==> src/shared/port_one_regs.svh <==
// Register offsets, field positions and reset values for port one control.
// Assumes AHB-Lite byte addressing: each register index times four.
`ifndef PORT_ONE_REGS_SVH
`define PORT_ONE_REGS_SVH

`define CTRL_FIRST_OFFSET 12'h06C
`define CTRL_SECOND_OFFSET 12'h06E
`define DEFAULT_TAG_OFFSET 12'h070
`define CTRL_FIRST_WORD 12'h1B0
`define CTRL_SECOND_WORD 12'h1B8
`define DEFAULT_TAG_WORD 12'h1C0
`define CTRL_FIRST_RESET 16'h0000
`define CTRL_SECOND_RESET 16'h0607
`define DEFAULT_TAG_RESET 16'h0001
`define CTRL_FIRST_MASK 16'h7FFF
`define BIT_TAG_INSERT 2
`define BIT_TAG_STRIP 1
`define BIT_MULTI_QUEUE 0
`define BIT_VLAN_FILTER 14
`define BIT_NON_PVID_DROP 13
`define BIT_FORCE_FC 12
`define BIT_BACK_PRESSURE 11
`define BIT_TX_ENABLE 10
`define BIT_RX_ENABLE 9
`define BIT_LEARN_DISABLE 8
`define BIT_SNIFFER 7
`define BIT_RX_SNIFF 6
`define BIT_TX_SNIFF 5
`define BIT_PRIO_CEILING 3
`define MEMBER_MSB 2
`define PRIO_MSB 15
`define PRIO_LSB 13
`define VID_MSB 11
`define HOST_MEMBER_BIT 2
`define PORT_TWO_MEMBER_BIT 1
`define PORT_ONE_MEMBER_BIT 0

`endif
==> src/shared/port_one_pkg.sv <==
// Types shared by the port one policy control block.
// Assumes the register header supplies all numeric constants.
package port_one_pkg;
  typedef logic [11:0] vid_t;
  typedef logic [2:0] prio_t;
  typedef logic [2:0] member_t;

  // Per-packet facts offered by the switch core for the packet in hand
  typedef struct packed {
    logic rx_tagged;
    vid_t pkt_vid;
    prio_t pkt_prio;
    member_t vlan_members;
    logic [1:0] ingress_port;
    vid_t ingress_pvid;
    logic [1:0] class_queue;
    logic aneg_flow_ctrl;
  } pkt_info_s;

  // Per-packet decisions returned to the switch core
  typedef struct packed {
    logic add_tag;
    vid_t add_tag_vid;
    logic strip_tag;
    logic [1:0] out_queue;
    logic drop;
    prio_t out_prio;
    logic mark_monitor;
  } pkt_decision_s;

  // Static port controls
  typedef struct packed {
    logic flow_ctrl_on;
    logic back_pressure_on;
    logic tx_allowed;
    logic rx_allowed;
    logic learn_allowed;
    logic is_sniffer;
    logic rx_sniff;
    logic tx_sniff;
    member_t members;
  } port_ctrl_s;

  typedef enum logic [1:0] {
    BUS_IDLE = 2'b00,
    BUS_WRITE = 2'b01
  } bus_state_e;
endpackage

==> src/logic/port_one_policy.sv <==
// Port one policy control: registers over AHB-Lite, per-packet decisions.
// Assumes one AHB-Lite master, word transfers, core facts from same clock.
//
// Operation
// Tag insert: untagged arrivals gain a tag on egress; tagged untouched.
// Inserted tag carries the ingress port's default VID.
// Tag strip: tagged arrivals lose their tag; untagged pass unmodified.
// Multi-queue splits output into queues 0-3; else single queue 0.
// Ingress filter drops packets whose VLAN members exclude ingress port.
// Non-default VID discard drops packets whose VID differs from default.
// Force flow control overrides auto-negotiation; else negotiated result.
// Back-pressure bit enables half-duplex back pressure.
// Transmit enable, reset one, gates all transmission.
// Receive enable, reset one, gates all reception.
// Learning disable stops address learning; reset allows it.
// Sniffer bit makes port the mirror destination.
// Receive mirror marks received packets monitored.
// Transmit mirror marks transmitted packets monitored.
// Priority ceiling clamps priority to default user priority.
// Membership field, reset all ones, limits forwarding to members.
// Membership bit two host, bit one port two, bit zero port one.
// Default tag VID is twelve bits, resets to one.
// Reserved read-write bits store and return written values.
`timescale 1ns/1ps
`default_nettype none
`include "port_one_regs.svh"

module port_one_policy (
  input wire logic hclk,
  input wire logic hresetn,
  input wire logic hsel,
  input wire logic [11:0] haddr,
  input wire logic [1:0] htrans,
  input wire logic hwrite,
  input wire logic [2:0] hsize,
  input wire logic [31:0] hwdata,
  input wire logic hready,
  output logic [31:0] hrdata,
  output logic hreadyout,
  output logic hresp,
  input wire port_one_pkg::pkt_info_s pkt_info,
  input wire logic pkt_is_egress,
  output port_one_pkg::pkt_decision_s pkt_decision,
  output port_one_pkg::port_ctrl_s port_ctrl
);
  import port_one_pkg::*;

  logic [15:0] ctrl_first_reg;
  logic [15:0] ctrl_second_reg;
  logic [15:0] default_tag_reg;
  bus_state_e bus_state_reg;
  logic [11:0] wr_addr_reg;
  logic [31:0] hrdata_next;
  logic [31:0] hrdata_reg;
  logic addr_phase;
  pkt_decision_s decision_next;
  pkt_decision_s decision_reg;
  port_ctrl_s ctrl_next;
  port_ctrl_s ctrl_reg;
  logic [2:0] ingress_onehot;
  logic wr_pending;
  logic [15:0] fwd_word;
  logic [2:0] member_hit;
  vid_t default_vid;
  prio_t default_prio;
  logic tag_add;
  logic tag_strip;
  logic [1:0] queue_sel;
  logic drop_filter;
  logic drop_vid;
  logic drop_rx;
  logic drop_tx;
  logic drop_any;
  prio_t prio_sel;
  logic monitor_sel;
  logic flow_on;

  assign addr_phase = hsel && hready && htrans[1];
  assign hreadyout = 1'b1;
  assign hresp = 1'b0;
  assign hrdata = hrdata_reg;
  assign pkt_decision = decision_reg;
  assign port_ctrl = ctrl_reg;

  // Write address captured for the following data phase
  always_ff @(posedge hclk or negedge hresetn) begin
    if (!hresetn) begin
      bus_state_reg <= BUS_IDLE;
      wr_addr_reg <= 12'h000;
    end else begin
      case (bus_state_reg)
        BUS_IDLE: begin
          if (addr_phase && hwrite) begin
            bus_state_reg <= BUS_WRITE;
            wr_addr_reg <= haddr;
          end
        end
        BUS_WRITE: begin
          if (addr_phase && hwrite) begin
            wr_addr_reg <= haddr;
          end else begin
            bus_state_reg <= BUS_IDLE;
          end
        end
        default: begin
          bus_state_reg <= BUS_IDLE;
        end
      endcase
    end
  end

  // Data phase of a write, one process per register
  assign wr_pending = (bus_state_reg == BUS_WRITE);

  always_ff @(posedge hclk or negedge hresetn) begin
    if (!hresetn) begin
      ctrl_first_reg <= `CTRL_FIRST_RESET;
    end else if (wr_pending && (wr_addr_reg == `CTRL_FIRST_WORD)) begin
      ctrl_first_reg <= hwdata[15:0] & `CTRL_FIRST_MASK;
    end
  end

  always_ff @(posedge hclk or negedge hresetn) begin
    if (!hresetn) begin
      ctrl_second_reg <= `CTRL_SECOND_RESET; // see R9 see R10
    end else if (wr_pending && (wr_addr_reg == `CTRL_SECOND_WORD)) begin
      ctrl_second_reg <= hwdata[15:0];
    end
  end

  always_ff @(posedge hclk or negedge hresetn) begin
    if (!hresetn) begin
      default_tag_reg <= `DEFAULT_TAG_RESET;
    end else if (wr_pending && (wr_addr_reg == `DEFAULT_TAG_WORD)) begin
      default_tag_reg <= hwdata[15:0];
    end
  end

  // Word a pending write leaves in its register
  always_comb begin
    fwd_word = hwdata[15:0];
    if (wr_addr_reg == `CTRL_FIRST_WORD) begin
      fwd_word = hwdata[15:0] & `CTRL_FIRST_MASK;
    end
  end

  // Read data prepared in address phase, shown in data phase
  // Read right behind a write sees the written word, not the stale one
  always_comb begin
    hrdata_next = 32'h0000_0000;
    case (haddr)
      `CTRL_FIRST_WORD: begin
        hrdata_next = {16'h0000, ctrl_first_reg};
      end
      `CTRL_SECOND_WORD: begin
        hrdata_next = {16'h0000, ctrl_second_reg};
      end
      `DEFAULT_TAG_WORD: begin
        hrdata_next = {16'h0000, default_tag_reg};
      end
      default: begin
        hrdata_next = 32'h0000_0000;
      end
    endcase
    if (wr_pending && (wr_addr_reg == haddr)) begin
      case (haddr)
        `CTRL_FIRST_WORD, `CTRL_SECOND_WORD, `DEFAULT_TAG_WORD: begin
          hrdata_next = {16'h0000, fwd_word};
        end
        default: begin
          hrdata_next = 32'h0000_0000;
        end
      endcase
    end
  end

  always_ff @(posedge hclk or negedge hresetn) begin
    if (!hresetn) begin
      hrdata_reg <= 32'h0000_0000;
    end else if (addr_phase && !hwrite) begin
      hrdata_reg <= hrdata_next;
    end
  end

  // Ingress port number to membership position
  always_comb begin
    ingress_onehot = 3'h0;
    case (pkt_info.ingress_port)
      2'h0: ingress_onehot = 3'h1 << `PORT_ONE_MEMBER_BIT;
      2'h1: ingress_onehot = 3'h1 << `PORT_TWO_MEMBER_BIT;
      2'h2: ingress_onehot = 3'h1 << `HOST_MEMBER_BIT;
      default: ingress_onehot = 3'h0;
    endcase
  end

  // Ingress port found in the VLAN membership, bit by bit
  for (genvar i = 0; i < 3; i++) begin : g_member
    assign member_hit[i] = pkt_info.vlan_members[i] & ingress_onehot[i];
  end

  assign default_vid = default_tag_reg[`VID_MSB:0];
  assign default_prio = default_tag_reg[`PRIO_MSB:`PRIO_LSB];

  // Egress tag edits
  always_comb begin
    tag_add = 1'b0;
    tag_strip = 1'b0;
    if (pkt_is_egress) begin
      if (!pkt_info.rx_tagged && ctrl_first_reg[`BIT_TAG_INSERT]) begin
        tag_add = 1'b1;
      end
      if (pkt_info.rx_tagged && ctrl_first_reg[`BIT_TAG_STRIP]) begin
        tag_strip = 1'b1;
      end
    end
  end

  // Output queue choice
  always_comb begin
    queue_sel = 2'h0;
    if (ctrl_first_reg[`BIT_MULTI_QUEUE]) begin
      queue_sel = pkt_info.class_queue;
    end
  end

  // Drop reasons; ingress ones apply only to ingress decisions
  always_comb begin
    drop_filter = 1'b0;
    drop_vid = 1'b0;
    drop_rx = 1'b0;
    drop_tx = 1'b0;
    if (!pkt_is_egress) begin
      if (ctrl_second_reg[`BIT_VLAN_FILTER] && (member_hit == 3'h0)) begin
        drop_filter = 1'b1;
      end
      if (ctrl_second_reg[`BIT_NON_PVID_DROP]
          && (pkt_info.pkt_vid != default_vid)) begin
        drop_vid = 1'b1;
      end
      if (!ctrl_second_reg[`BIT_RX_ENABLE]) begin
        drop_rx = 1'b1;
      end
    end else begin
      if (!ctrl_second_reg[`BIT_TX_ENABLE]) begin
        drop_tx = 1'b1;
      end
    end
  end

  assign drop_any = drop_filter || drop_vid || drop_rx || drop_tx;

  // Priority ceiling
  always_comb begin
    prio_sel = pkt_info.pkt_prio;
    if (ctrl_second_reg[`BIT_PRIO_CEILING]
        && (pkt_info.pkt_prio > default_prio)) begin
      prio_sel = default_prio;
    end
  end

  // Monitor mark by direction
  always_comb begin
    monitor_sel = ctrl_second_reg[`BIT_RX_SNIFF];
    if (pkt_is_egress) begin
      monitor_sel = ctrl_second_reg[`BIT_TX_SNIFF];
    end
  end

  // Per-packet decisions gathered for the register stage
  always_comb begin
    decision_next = '0;
    decision_next.add_tag = tag_add;
    decision_next.add_tag_vid = pkt_info.ingress_pvid;
    decision_next.strip_tag = tag_strip;
    decision_next.out_queue = queue_sel;
    decision_next.drop = drop_any;
    decision_next.out_prio = prio_sel;
    decision_next.mark_monitor = monitor_sel;
  end

  // Flow control forced on, else the negotiated result
  always_comb begin
    flow_on = pkt_info.aneg_flow_ctrl;
    if (ctrl_second_reg[`BIT_FORCE_FC]) begin
      flow_on = 1'b1;
    end
  end

  // Static port controls
  always_comb begin
    ctrl_next = '0;
    ctrl_next.flow_ctrl_on = flow_on;
    ctrl_next.back_pressure_on = ctrl_second_reg[`BIT_BACK_PRESSURE];
    ctrl_next.tx_allowed = ctrl_second_reg[`BIT_TX_ENABLE];
    ctrl_next.rx_allowed = ctrl_second_reg[`BIT_RX_ENABLE];
    ctrl_next.learn_allowed = !ctrl_second_reg[`BIT_LEARN_DISABLE];
    ctrl_next.is_sniffer = ctrl_second_reg[`BIT_SNIFFER];
    ctrl_next.rx_sniff = ctrl_second_reg[`BIT_RX_SNIFF];
    ctrl_next.tx_sniff = ctrl_second_reg[`BIT_TX_SNIFF];
    ctrl_next.members = ctrl_second_reg[`MEMBER_MSB:0];
  end

  always_ff @(posedge hclk or negedge hresetn) begin
    if (!hresetn) begin
      decision_reg <= '0;
    end else begin
      decision_reg <= decision_next;
    end
  end

  always_ff @(posedge hclk or negedge hresetn) begin
    if (!hresetn) begin
      ctrl_reg <= '0;
    end else begin
      ctrl_reg <= ctrl_next;
    end
  end
endmodule // port_one_policy

`default_nettype wire

==> config.mk <==
export PLATFORM = sky130hd
export DESIGN_NAME = port_one_policy
export DESIGN_NICKNAME = d
export VERILOG_FILES = /design/src/shared/port_one_pkg.sv /design/src/logic/port_one_policy.sv
export VERILOG_INCLUDE_DIRS = /design/src /design/src/shared
export SDC_FILE = /design/constraint.sdc
export NUM_CORES = 1
export LEC_CHECK = 0
export CAP_MARGIN = 25
export CORE_MARGIN = 2
export CORE_UTILIZATION = 61
export CTS_BUF_LIST = sky130_fd_sc_hd__clkbuf_2
export DETAILED_ROUTE_END_ITERATION = 6
export DONT_BUFFER_PORTS = 1
export PLACE_DENSITY = 0.8
export SYNTH_ARGS = -nofsm -noshare
export SYNTH_HDL_FRONTEND = slang
export SYNTH_SLANG_ARGS = --single-unit
==> constraint.sdc <==
create_clock -name hclk -period 2.2 [get_ports hclk]
set_input_delay 0.44 -clock hclk [delete_from_list [all_inputs] [get_ports hclk]]
set_output_delay 0.44 -clock hclk [all_outputs]
set_load 0.01 [all_outputs]
==> metrics.cfg, run 1 <==
[run_status]
status = finished with violations
violations = negative hold slack

[floorplan]
core_mm2 = 0.00773
ioPinCount = 157
die_h_um = 93.2
num_rows = 32
dieArea_mm2 = 0.00869
initial_core_util_pct = 62.9
die_x_um = 93.2

[critical_path]
start_kind = flip-flop
worst-setup-path-type = flip-flop to flip-flop
cp-end-kind = flip-flop
cp.arrival_ps = 2540
rr_worst_depth = 5
cp_max_fo = 15
crit_required_ps = 2710
reg2reg_setup_slack_ps = 170

[timing]
fmax_ghz = 0.492
setup_violations = 0
rsz0062_at_grt = false
period_needed_ps = 2030
post-route-period-util_pct = 92.4
timing.hold.ws_ps = -523
finalSetupTns_ps = 0
skew_ps = 25.4
finalHoldViolations = 108
worst_slack_ps = 167
slew_viol_final = 0

[grt]
grt_max_degree = 109
track_usage_pct = 26.2
grt_first_pass_wirelength_mm = 17.2
antenna_found_initial = 0
grt_overflow = 0
grt_pass1_vias = 3465

[layout]
final_area_mm2 = 0.00554
areaGrowthSynthToFinish_pct = 14.1
diodes = 0
finish.utilization_pct = 71.7
final_nets = 555
largest_reg_flops = 21
drive_gt1_share_pct = 18.2

[drt]
wl_per_cell_um = 19.4
first_pass_iters = 4
drcViolationCount = 0
wirelength_mm = 11.0
vias = 3251
routed_via_density = 5.72
detail-route-antenna-nets = 0
drt-initial-drc-count = 118

[yosys]
yosysWarnings = 0
synth-seq-cells = 108
yosysSeqAreaShare_pct = 55.8
synth_cell_types = 37
synthesis.area_mm2 = 0.00486
avgSynthCellArea_um2 = 12.0
yosys-top-cells-area = dfrtp_1 (53%), mux2_2 (9.3%), mux2i_1 (6.4%), nand2_1 (6.0%), xnor2_1 (4.3%)
synth_top_area_cell = dfrtp_1
netlist_instances = 405
synth_top_area_share_pct = 52.6

[pwr]
ir_drop_mv = 0.301
power.leakage_nw = 2.56
pwr_density_cell_mw_per_mm2 = 630

[placed_design]
io_buffer_count = 0
dp_hpwl_mm = 7.01
place_ws_ps = 188
placement.cell_area_mm2 = 0.00491
place.gp.congestion = 0.866

[clock_network]
cts-root-buf = clkbuf_2
cts.clk_slew.worst_paths_ps = 300
cts_hold_buf = 49
htree_levels = 3
cts_buffer_depth = 2
cts_sinks = 108
cts_buffers = 9
ctsResizeCount = 0
cts_setup_buffers = 0
clk_latency_ps = 590
cts_tree = yes

[job]
maxCapViolCount = 0

[worst_hold_path]
hp-class = input port to asynchronous set/reset pin

[per-layer routing]
metal	vias up	GRT usage, %	routed length, um
li1	1467	-	-
met1	1634	31.8	4460
met2	129	46.0	5650
met3	21	5.32	643
met4	0	10.2	263
met5	-	0	0
[final timing paths]
kind | startpoint | endpoint
worst min-delay path | hresetn | pkt_decision[17]$_DFF_PN0_
max in group asynchronous | hresetn | ctrl_second_reg[9]$_DFFE_PN1P_
worst max-delay path | wr_addr_reg[9]$_DFFE_PN0P_ | ctrl_first_reg[9]$_DFFE_PN0P_
min in group hclk | hwdata[5] | hrdata[5]$_DFFE_PN0P_
worst max register to register | wr_addr_reg[9]$_DFFE_PN0P_ | ctrl_first_reg[9]$_DFFE_PN0P_
worst min register to register | ctrl_second_reg[2]$_DFFE_PN1P_ | port_ctrl[2]$_DFF_PN0_
[Yosys cell counts, drive strengths merged]
| cell | count |
|---|---|
| nor3 | 1 |
| dfrtp | 102 |
| and2 | 2 |
| nor4b | 4 |
| conb | 2 |
| nand2b | 1 |
| or4 | 2 |
| nor2 | 1 |
| buf | 25 |
| nand4 | 7 |
| mux2 | 50 |
| or3 | 1 |
| nand2 | 77 |
| xnor2 | 24 |
| ha | 3 |
| or3b | 1 |
| dfstp | 6 |
| mux2i | 31 |
| nand4b | 1 |
| inv | 6 |
| a21oi | 1 |
| nand3b | 2 |
| nand3 | 4 |
| o21ai | 33 |
| nor2b | 3 |
| and3 | 2 |
| or2 | 1 |
| clkbuf | 7 |
| or4bb | 1 |
| o31ai | 2 |
| o211ai | 1 |
| a32oi | 1 |
[layout make-up]
| class | instances | area, um2 |
|---|---|---|
| clock buffers | 9 | 45.0 |
| clock inverters | 7 | 63.8 |
| inverters | 6 | 22.5 |
| well taps | 102 | 128 |
| flip-flops and latches | 108 | 2710 |
| repair buffers | 61 | 601 |
| fillers | 550 | 2180 |
| multi-input cells | 275 | 1970 |
[layout by cell type (no fill, tap or decap), drive strengths merged, types with 3 or more instances in the layout]
cell type,instances
buf,9
clkbuf,9
conb,18
dfrtp,102
dfstp,6
dlygate4sd3,52
ha,3
inv,11
mux2,50
mux2i,31
nand2,77
nand3,4
nand4,7
nor2b,3
nor4b,4
o21ai,33
xnor2,24
[worst max-delay path, stage by stage, from the launching register on]
cell     delay (ps)
dfrtp_1         490
nor4b_2         330
and3_1          230
or3b_1          400
buf_12          190
mux2_4          300
[power breakdown]
part           total, mW  switching [mW]  internal, mW
combinational      0.367           0.145         0.222
clock              0.893           0.713         0.180
sequential          2.23           0.118          2.11
total               3.49           0.976          2.51
[cell families after synthesis]
logic type      Yosys count  synth area share [%]
other cells               2                 0.155
xor+xnor                 24                  4.33
fa+ha+maj                 3                 0.773
flops                   108                  55.8
simple gates            111                  11.1
buf+inv                  38                  5.00
mux                      81                  18.8
compound gates           38                  4.15
[per-stage QoR]
| step | power [mW] | std cells |
|---|---|---|
| detailed placement | 2.55 | 500 |
| finish | 3.49 | 568 |
| CTS | 3.50 | 565 |
| global route | 3.63 | 568 |
| floorplan | 2.50 | 421 |
| global placement | 2.52 | 500 |
Note: power is estimated with default switching activity, not from simulation.
==> run 2: changes to the inputs <==
ABC_AREA = 1   (was unset)
CORE_UTILIZATION = 50   (was 61)
PLACE_DENSITY = 0.68   (was 0.8)
==> metrics.cfg, run 2 <==
[floorplan]
die_x_um = 107  ; +15%
dieArea_mm2 = 0.0115  ; +33%
num_rows = 37  ; +16%
ioPinCount = 157  ; unchanged
core_mm2 = 0.0104  ; +34%
initial_core_util_pct = 51.6  ; -11 points
die_h_um = 107  ; +15%

[timing]
finalHoldViolations = 108  ; unchanged
period_needed_ps = 1760  ; -270 ps
setup_violations = 0  ; unchanged
rsz0062_at_grt = false
finalSetupTns_ps = 0  ; unchanged
slew_viol_final = 0  ; unchanged
skew_ps = 23.0  ; -2.36 ps
post-route-period-util_pct = 80.2  ; -12 points
fmax_ghz = 0.567  ; +15%
timing.hold.ws_ps = -522  ; +1.80 ps

[critical_path]
cp.arrival_ps = 2320  ; -220 ps
rr_worst_depth = 10  ; +5
start_kind = input port
rr_startpoint = wr_addr_reg[5]$_DFFE_PN0P_
cp-end-kind = flip-flop
reg2reg_setup_slack_ps = 500  ; +330 ps
crit_path_top_delay_cell = dlygate4sd3_1
worst-setup-path-type = input port to flip-flop
rr_endpoint = hrdata[2]$_DFFE_PN0P_
crit_chain = dlygate4sd3_1 -> inv_1 -> nand2_1 -> nor2_8 -> nand3_2 -> nand3_2 -> nand2_2 -> clkinv_2 -> nand3_1 -> nand2_1
cp_max_fo = 18  ; +3
crit_required_ps = 2750  ; +40 ps
cpPeakStageDelay_ps = 540  ; +50 ps

[worst_hold_path]
hp-class = input port to asynchronous set/reset pin

[placed_design]
io_buffer_count = 0  ; unchanged
dp_cells = 776  ; +55%
dp_hpwl_mm = 8.90  ; +27%
place.gp.congestion = 0.877  ; +1.3%

[clock_network]
cts_buffers = 9  ; unchanged
cts_tree = yes
clk_latency_ps = 590  ; about the same
cts_hold_buf = 37  ; -24%
cts_buffer_depth = 2  ; unchanged
cts_sinks = 108  ; unchanged
ctsResizeCount = 0  ; unchanged
cts-root-buf = clkbuf_2
cts.clk_slew.worst_paths_ps = 300  ; about the same
cts_setup_buffers = 0  ; unchanged
htree_levels = 3  ; unchanged

[pwr]
swShare_pct = 27.0  ; -1.0 points
p_switching_mw = 0.958  ; -1.9%
pwr-share-clk_pct = 29.8  ; +4.2 points
power.leakage_nw = 3.22  ; +26%
total_power_mw = 3.55  ; +1.8%
pwr-share-seq_pct = 60.1  ; -3.8 points
pwr-share-comb_pct = 10.1  ; -0.4 points
ir_drop_mv = 0.266  ; -12%
pwr_density_cell_mw_per_mm2 = 605  ; -3.9%
p_int_mw = 2.60  ; +3.2%

[yosys]
synthTopCellsByCount = nand2_1 (186), dfrtp_1 (102), inv_1 (62), nor2_1 (59), nand3_1 (56)
synthFlopType = dfrtp_1
synthMostInstantiatedCell = nand2_1
synth_top_area_cell = dfrtp_1
synth_cell_types = 32  ; -14%
avgSynthCellArea_um2 = 8.14  ; -32%
async_flop_share_pct = 100  ; unchanged
synth_top_area_share_pct = 47.7  ; -4.8 points
yosysWarnings = 0  ; unchanged
synth-seq-cells = 108  ; unchanged
synthesis.area_mm2 = 0.00535  ; +10%
synth_edf_count = 0  ; unchanged
netlist_instances = 657  ; +62%
yosysSeqAreaShare_pct = 50.7  ; -5.1 points
yosys-top-cells-area = dfrtp_1 (48%), nand2_1 (13%), nand3_1 (5.2%), o21ai_0 (4.7%), inv_1 (4.4%)

[grt]
grt_pass1_vias = 4087  ; +18%
antenna_found_initial = 0  ; unchanged
grt_max_degree = 109  ; unchanged
track_usage_pct = 22.5  ; -3.7 points
grt_first_pass_wirelength_mm = 20.2  ; +17%
grt_overflow = 0  ; unchanged

[drt]
wl_per_cell_um = 15.0  ; -23%
drt-initial-drc-count = 319  ; +170%
drcViolationCount = 0  ; unchanged
wirelength_mm = 12.4  ; +13%
detail-route-antenna-nets = 0  ; unchanged
routed_via_density = 5.20  ; -9.2%
first_pass_iters = 7  ; +3
vias = 4308  ; +33%

[layout]
largest_reg_flops = 21  ; unchanged
drive_gt1_share_pct = 8.66  ; -9.6 points
fin_cells = 829  ; +46%
final_nets = 782  ; +41%
mostFrequentLayoutCells = nand2_1 (186), dfrtp_1 (102), inv_1 (62)
areaGrowthSynthToFinish_pct = 9.83
layout_commonest_cell = nand2_1
diodes = 0  ; unchanged
finish.utilization_pct = 56.6  ; -15 points

[run_status]
violations = negative hold slack
status = finished with violations

[job]
maxCapViolCount = 0  ; unchanged

[run 2: cell count changes in the layout (fill, tap and decap cells not counted), sizes merged, moves of 3 or more]
| cell | previous run | this run |
|---|---|---|
| inv | 11 | 73 |
| mux2i | 31 | 0 |
| mux2 | 50 | 0 |
| nand4 | 7 | 20 |
| dlygate4sd3 | 52 | 37 |
| clkinv | 0 | 4 |
| nand3 | 4 | 60 |
| o21ai | 33 | 69 |
| xnor2 | 24 | 15 |
| nor2b | 3 | 0 |
| nand2 | 77 | 192 |
| nor2 | 1 | 65 |
| nor4b | 4 | 0 |
[run 2: final cells by class]
class | instances | area, um2
fillers | 953 | 4500
multi-input cells | 451 | 2140
flip-flops and latches | 108 | 2710
repair buffers | 45 | 430
inverters | 73 | 275
well taps | 136 | 170
clock inverters | 7 | 98.8
clock buffers | 9 | 45.0
[run 2: logic make-up (layout without fill, tap and decap cells)]
family,count (synthesis),after routing,share of synthesized area [%]
AO/OA/AOI/OAI,73,73,7.02
flip-flops,108,108,50.7
AND/OR/NAND/NOR,342,342,28.6
XOR/XNOR,15,15,2.46
buffers and inverters,114,134,10.4
adder cells (fa/ha/maj),3,3,0.702
other,2,18,0.140
[run 2: layer usage]
metal	global-route usage [%]	part of all wire [%]	vias to the layer above
met5	0	0	-
met4	8.52	1.4	0
met2	33.9	43	185
li1	-	-	2111
met3	5.27	8.4	16
met1	31.7	47	1996
[run 2: through the flow]
stage / instance area, um2 / setup WS, ps
floorplan: 5410 / 801
global placement: 5360 / 406
detailed placement: 5360 / 363
CTS: 5870 / 471
global route: 5870 / 296
finish: 5870 / 437
[run 2: worst max-delay path by stage]
stage | endpoint | cells after the start | slack (ps) | from
global route | hrdata[11]$_DFFE_PN0P_ | 10 | 300 | haddr[11]
detailed placement | hrdata[2]$_DFFE_PN0P_ | 9 | 360 | haddr[11]
floorplan | hrdata[12]$_DFFE_PN0P_ | 11 | 800 | haddr[11]
finish | hrdata[8]$_DFFE_PN0P_ | 10 | 440 | haddr[11]
global placement | hrdata[15]$_DFFE_PN0P_ | 9 | 410 | haddr[11]
CTS | hrdata[8]$_DFFE_PN0P_ | 10 | 470 | haddr[11]
[run 2: power groups by stage]
| stage | Sequential [mW] | Combinational [mW] | Clock (mW) |
|---|---|---|---|
| 2_1_floorplan | 2.15 | 0.276 | 0 |
| 5_1_grt | 2.15 | 0.405 | 1.16 |
| 3_5_place_dp | 2.17 | 0.304 | 0 |
| 6_report | 2.14 | 0.360 | 1.06 |
| 4_1_cts | 2.14 | 0.359 | 1.09 |
| 3_3_place_gp | 2.16 | 0.297 | 0 |
[run 2: worst max-delay path, delay by kind of cell]
kind                   cells  cell delay (ps)
buffers and inverters      3              780
and+or+nand+nor            7             1080
==> run 3: changes to the inputs <==
ABC_AREA = 0   (was 1)
PLACE_DENSITY = 0.71   (was 0.68)
clock period = 1.5 ns   (was 2.2 ns; I/O delays follow)
==> metrics.cfg, run 3 (synthesis gave the netlist of run 1 again) <==
[run_status]
status = finished with violations
violations = negative hold slack, negative setup slack

[timing]
finalHoldViolations = 108  ; unchanged
setup_violations = 65  ; +65
slew_viol_final = 0  ; unchanged
fmax_ghz = 0.505
period_needed_ps = 1980
finalSetupTns_ps = -21160  ; -21,160 ps
worst_slack_ps = -481  ; -918 ps
rsz0062_at_grt = true
timing.hold.ws_ps = -663  ; -141 ps
post-route-period-util_pct = 132
skew_ps = 40.8  ; +17.7 ps

[pwr]
p_switching_mw = 1.49  ; +55%
pwr-share-clk_pct = 25.4  ; -4.4 points
p_int_mw = 3.81  ; +47%
pwr-share-seq_pct = 61.4  ; +1.3 points
total_power_mw = 5.30  ; +49%
pwr-share-comb_pct = 13.2  ; +3.1 points
ir_drop_mv = 0.500  ; +88%
power.leakage_nw = 2.71  ; -16%
pwr_density_cell_mw_per_mm2 = 904  ; +49%
swShare_pct = 28.1  ; +1.1 points

[grt]
grt_first_pass_wirelength_mm = 16.9  ; -16%
grt_overflow = 0  ; unchanged
grt_max_degree = 109  ; unchanged
track_usage_pct = 21.3  ; -1.3 points
antenna_found_initial = 0  ; unchanged
grt_pass1_vias = 3303  ; -19%

[clock_network]
cts_buffers = 9  ; unchanged
cts_sinks = 108  ; unchanged
clk_latency_ps = 580  ; about the same
htree_levels = 3  ; unchanged
cts_hold_buf = 50  ; +35%
cts-root-buf = clkbuf_2
cts_buffer_depth = 2  ; unchanged
cts.clk_slew.worst_paths_ps = 320  ; +20 ps
cts_tree = yes

[worst_hold_path]
hp-class = input port to asynchronous set/reset pin

[drt]
wl_per_cell_um = 18.0  ; +20%
vias = 3208  ; -26%
drt-initial-drc-count = 131  ; -59%
wirelength_mm = 11.1  ; -11%
drcViolationCount = 0  ; unchanged
routed_via_density = 5.23  ; +0.71%
detail-route-antenna-nets = 0  ; unchanged
first_pass_iters = 4  ; -3

[layout]
fin_cells = 613  ; -26%
diodes = 0  ; unchanged
layout_commonest_cell = dfrtp_1
finish.utilization_pct = 62.9  ; +6.3 points
largest_reg_flops = 21  ; unchanged
mostFrequentLayoutCells = dfrtp_1 (102), nand2_1 (77), dlygate4sd3_1 (50)
drive_gt1_share_pct = 24.0  ; +15 points
areaGrowthSynthToFinish_pct = 20.8
final_nets = 573  ; -27%
final_area_mm2 = 0.00587  ; about the same

[placed_design]
place_ws_ps = -508  ; -871 ps
dp_hpwl_mm = 7.24  ; -19%
dp_cells = 541  ; -30%
place.gp.congestion = 0.791  ; -9.8%
io_buffer_count = 0  ; unchanged
placement.cell_area_mm2 = 0.00507  ; -5.4%

[critical_path]
cp-end-kind = flip-flop
cp_max_fo = 8  ; -10
start_kind = flip-flop
worst-setup-path-type = flip-flop to flip-flop
cp.arrival_ps = 2460  ; +140 ps
crit_required_ps = 1980  ; -770 ps

[floorplan]
die_x_um = 103  ; -4.5%
die_h_um = 103  ; -4.5%
ioPinCount = 157  ; unchanged
dieArea_mm2 = 0.0105  ; -8.8%
num_rows = 35  ; -5.4%
initial_core_util_pct = 52.1  ; +0.50 points
core_mm2 = 0.00933  ; -10%

[job]
maxCapViolCount = 0  ; unchanged

-- run 3: changes by cell type in the layout (fill, tap and decap cells not counted), moves of 12 or more --
cell and delta:
buf_4 +14, mux2i_1 +31, o21ai_0 -34, dlygate4sd3_1 +13
nor2_1 -58, nand3_1 -52, nand4_1 -12, nand2_1 -109
inv_1 -57, mux2_2 +38, mux2_4 +12
-- run 3: per-layer routing --
metal | track usage (%) | vias to the layer above | routed length, um
met5 | 0 | - | 0
met4 | 6.26 | 0 | 114
met3 | 5.15 | 10 | 650
met2 | 33.9 | 99 | 5320
met1 | 29.0 | 1601 | 4970
li1 | - | 1498 | -
-- run 3: worst max-delay path, stage by stage, from the launching register on --
cell     delay [ps]
dfrtp_1         490
nor4b_4         310
and3_4          240
or3b_4          390
buf_6           160
mux2_4          290
-- run 3: area by class of cell --
| class | instances | area, um2 |
|---|---|---|
| fillers | 742 | 3460 |
| flip-flops and latches | 108 | 2710 |
| multi-input cells | 275 | 2060 |
| repair buffers | 79 | 788 |
| well taps | 129 | 161 |
| clock inverters | 7 | 77.6 |
| clock buffers | 9 | 45.0 |
| inverters | 6 | 22.5 |
-- run 3: power groups by stage --
stage / registers (mW) / clock network (mW) / logic [mW]
final: 3.25 / 1.35 / 0.702
after global routing: 3.28 / 1.51 / 0.772
after detailed placement: 3.30 / 0 / 0.490
after floorplan: 3.28 / 0 / 0.398
after global placement: 3.29 / 0 / 0.478
after CTS: 3.25 / 1.39 / 0.651
-- run 3: worst paths after layout --
kind / from / endpoint / slack [ps] / depth (start not counted)
max: wr_addr_reg[0]$_DFFE_PN0P_ / ctrl_first_reg[10]$_DFFE_PN0P_ / -480 / 5
min: hresetn / pkt_decision[15]$_DFF_PN0_ / -660 / 0
max reg2reg: wr_addr_reg[0]$_DFFE_PN0P_ / ctrl_first_reg[10]$_DFFE_PN0P_ / -480 / 5
min reg2reg: ctrl_second_reg[10]$_DFFE_PN1P_ / port_ctrl[8]$_DFF_PN0_ / 400 / 0
max in group asynchronous: hresetn / ctrl_second_reg[10]$_DFFE_PN1P_ / 1870 / 0
min in group hclk: hready / bus_state_reg[0]$_DFFE_PN0P_ / 40 / 2
-- run 3: what timing repair did --
item / 4_1_cts / 5_1_grt
buffers inserted: 2 / 3
resized for setup: 11 / 13
endpoints found under the setup margin: 65 / 67
pin swaps: 5 / 4
hold endpoints to repair: 205 / 108
gates cloned: 0 / 1
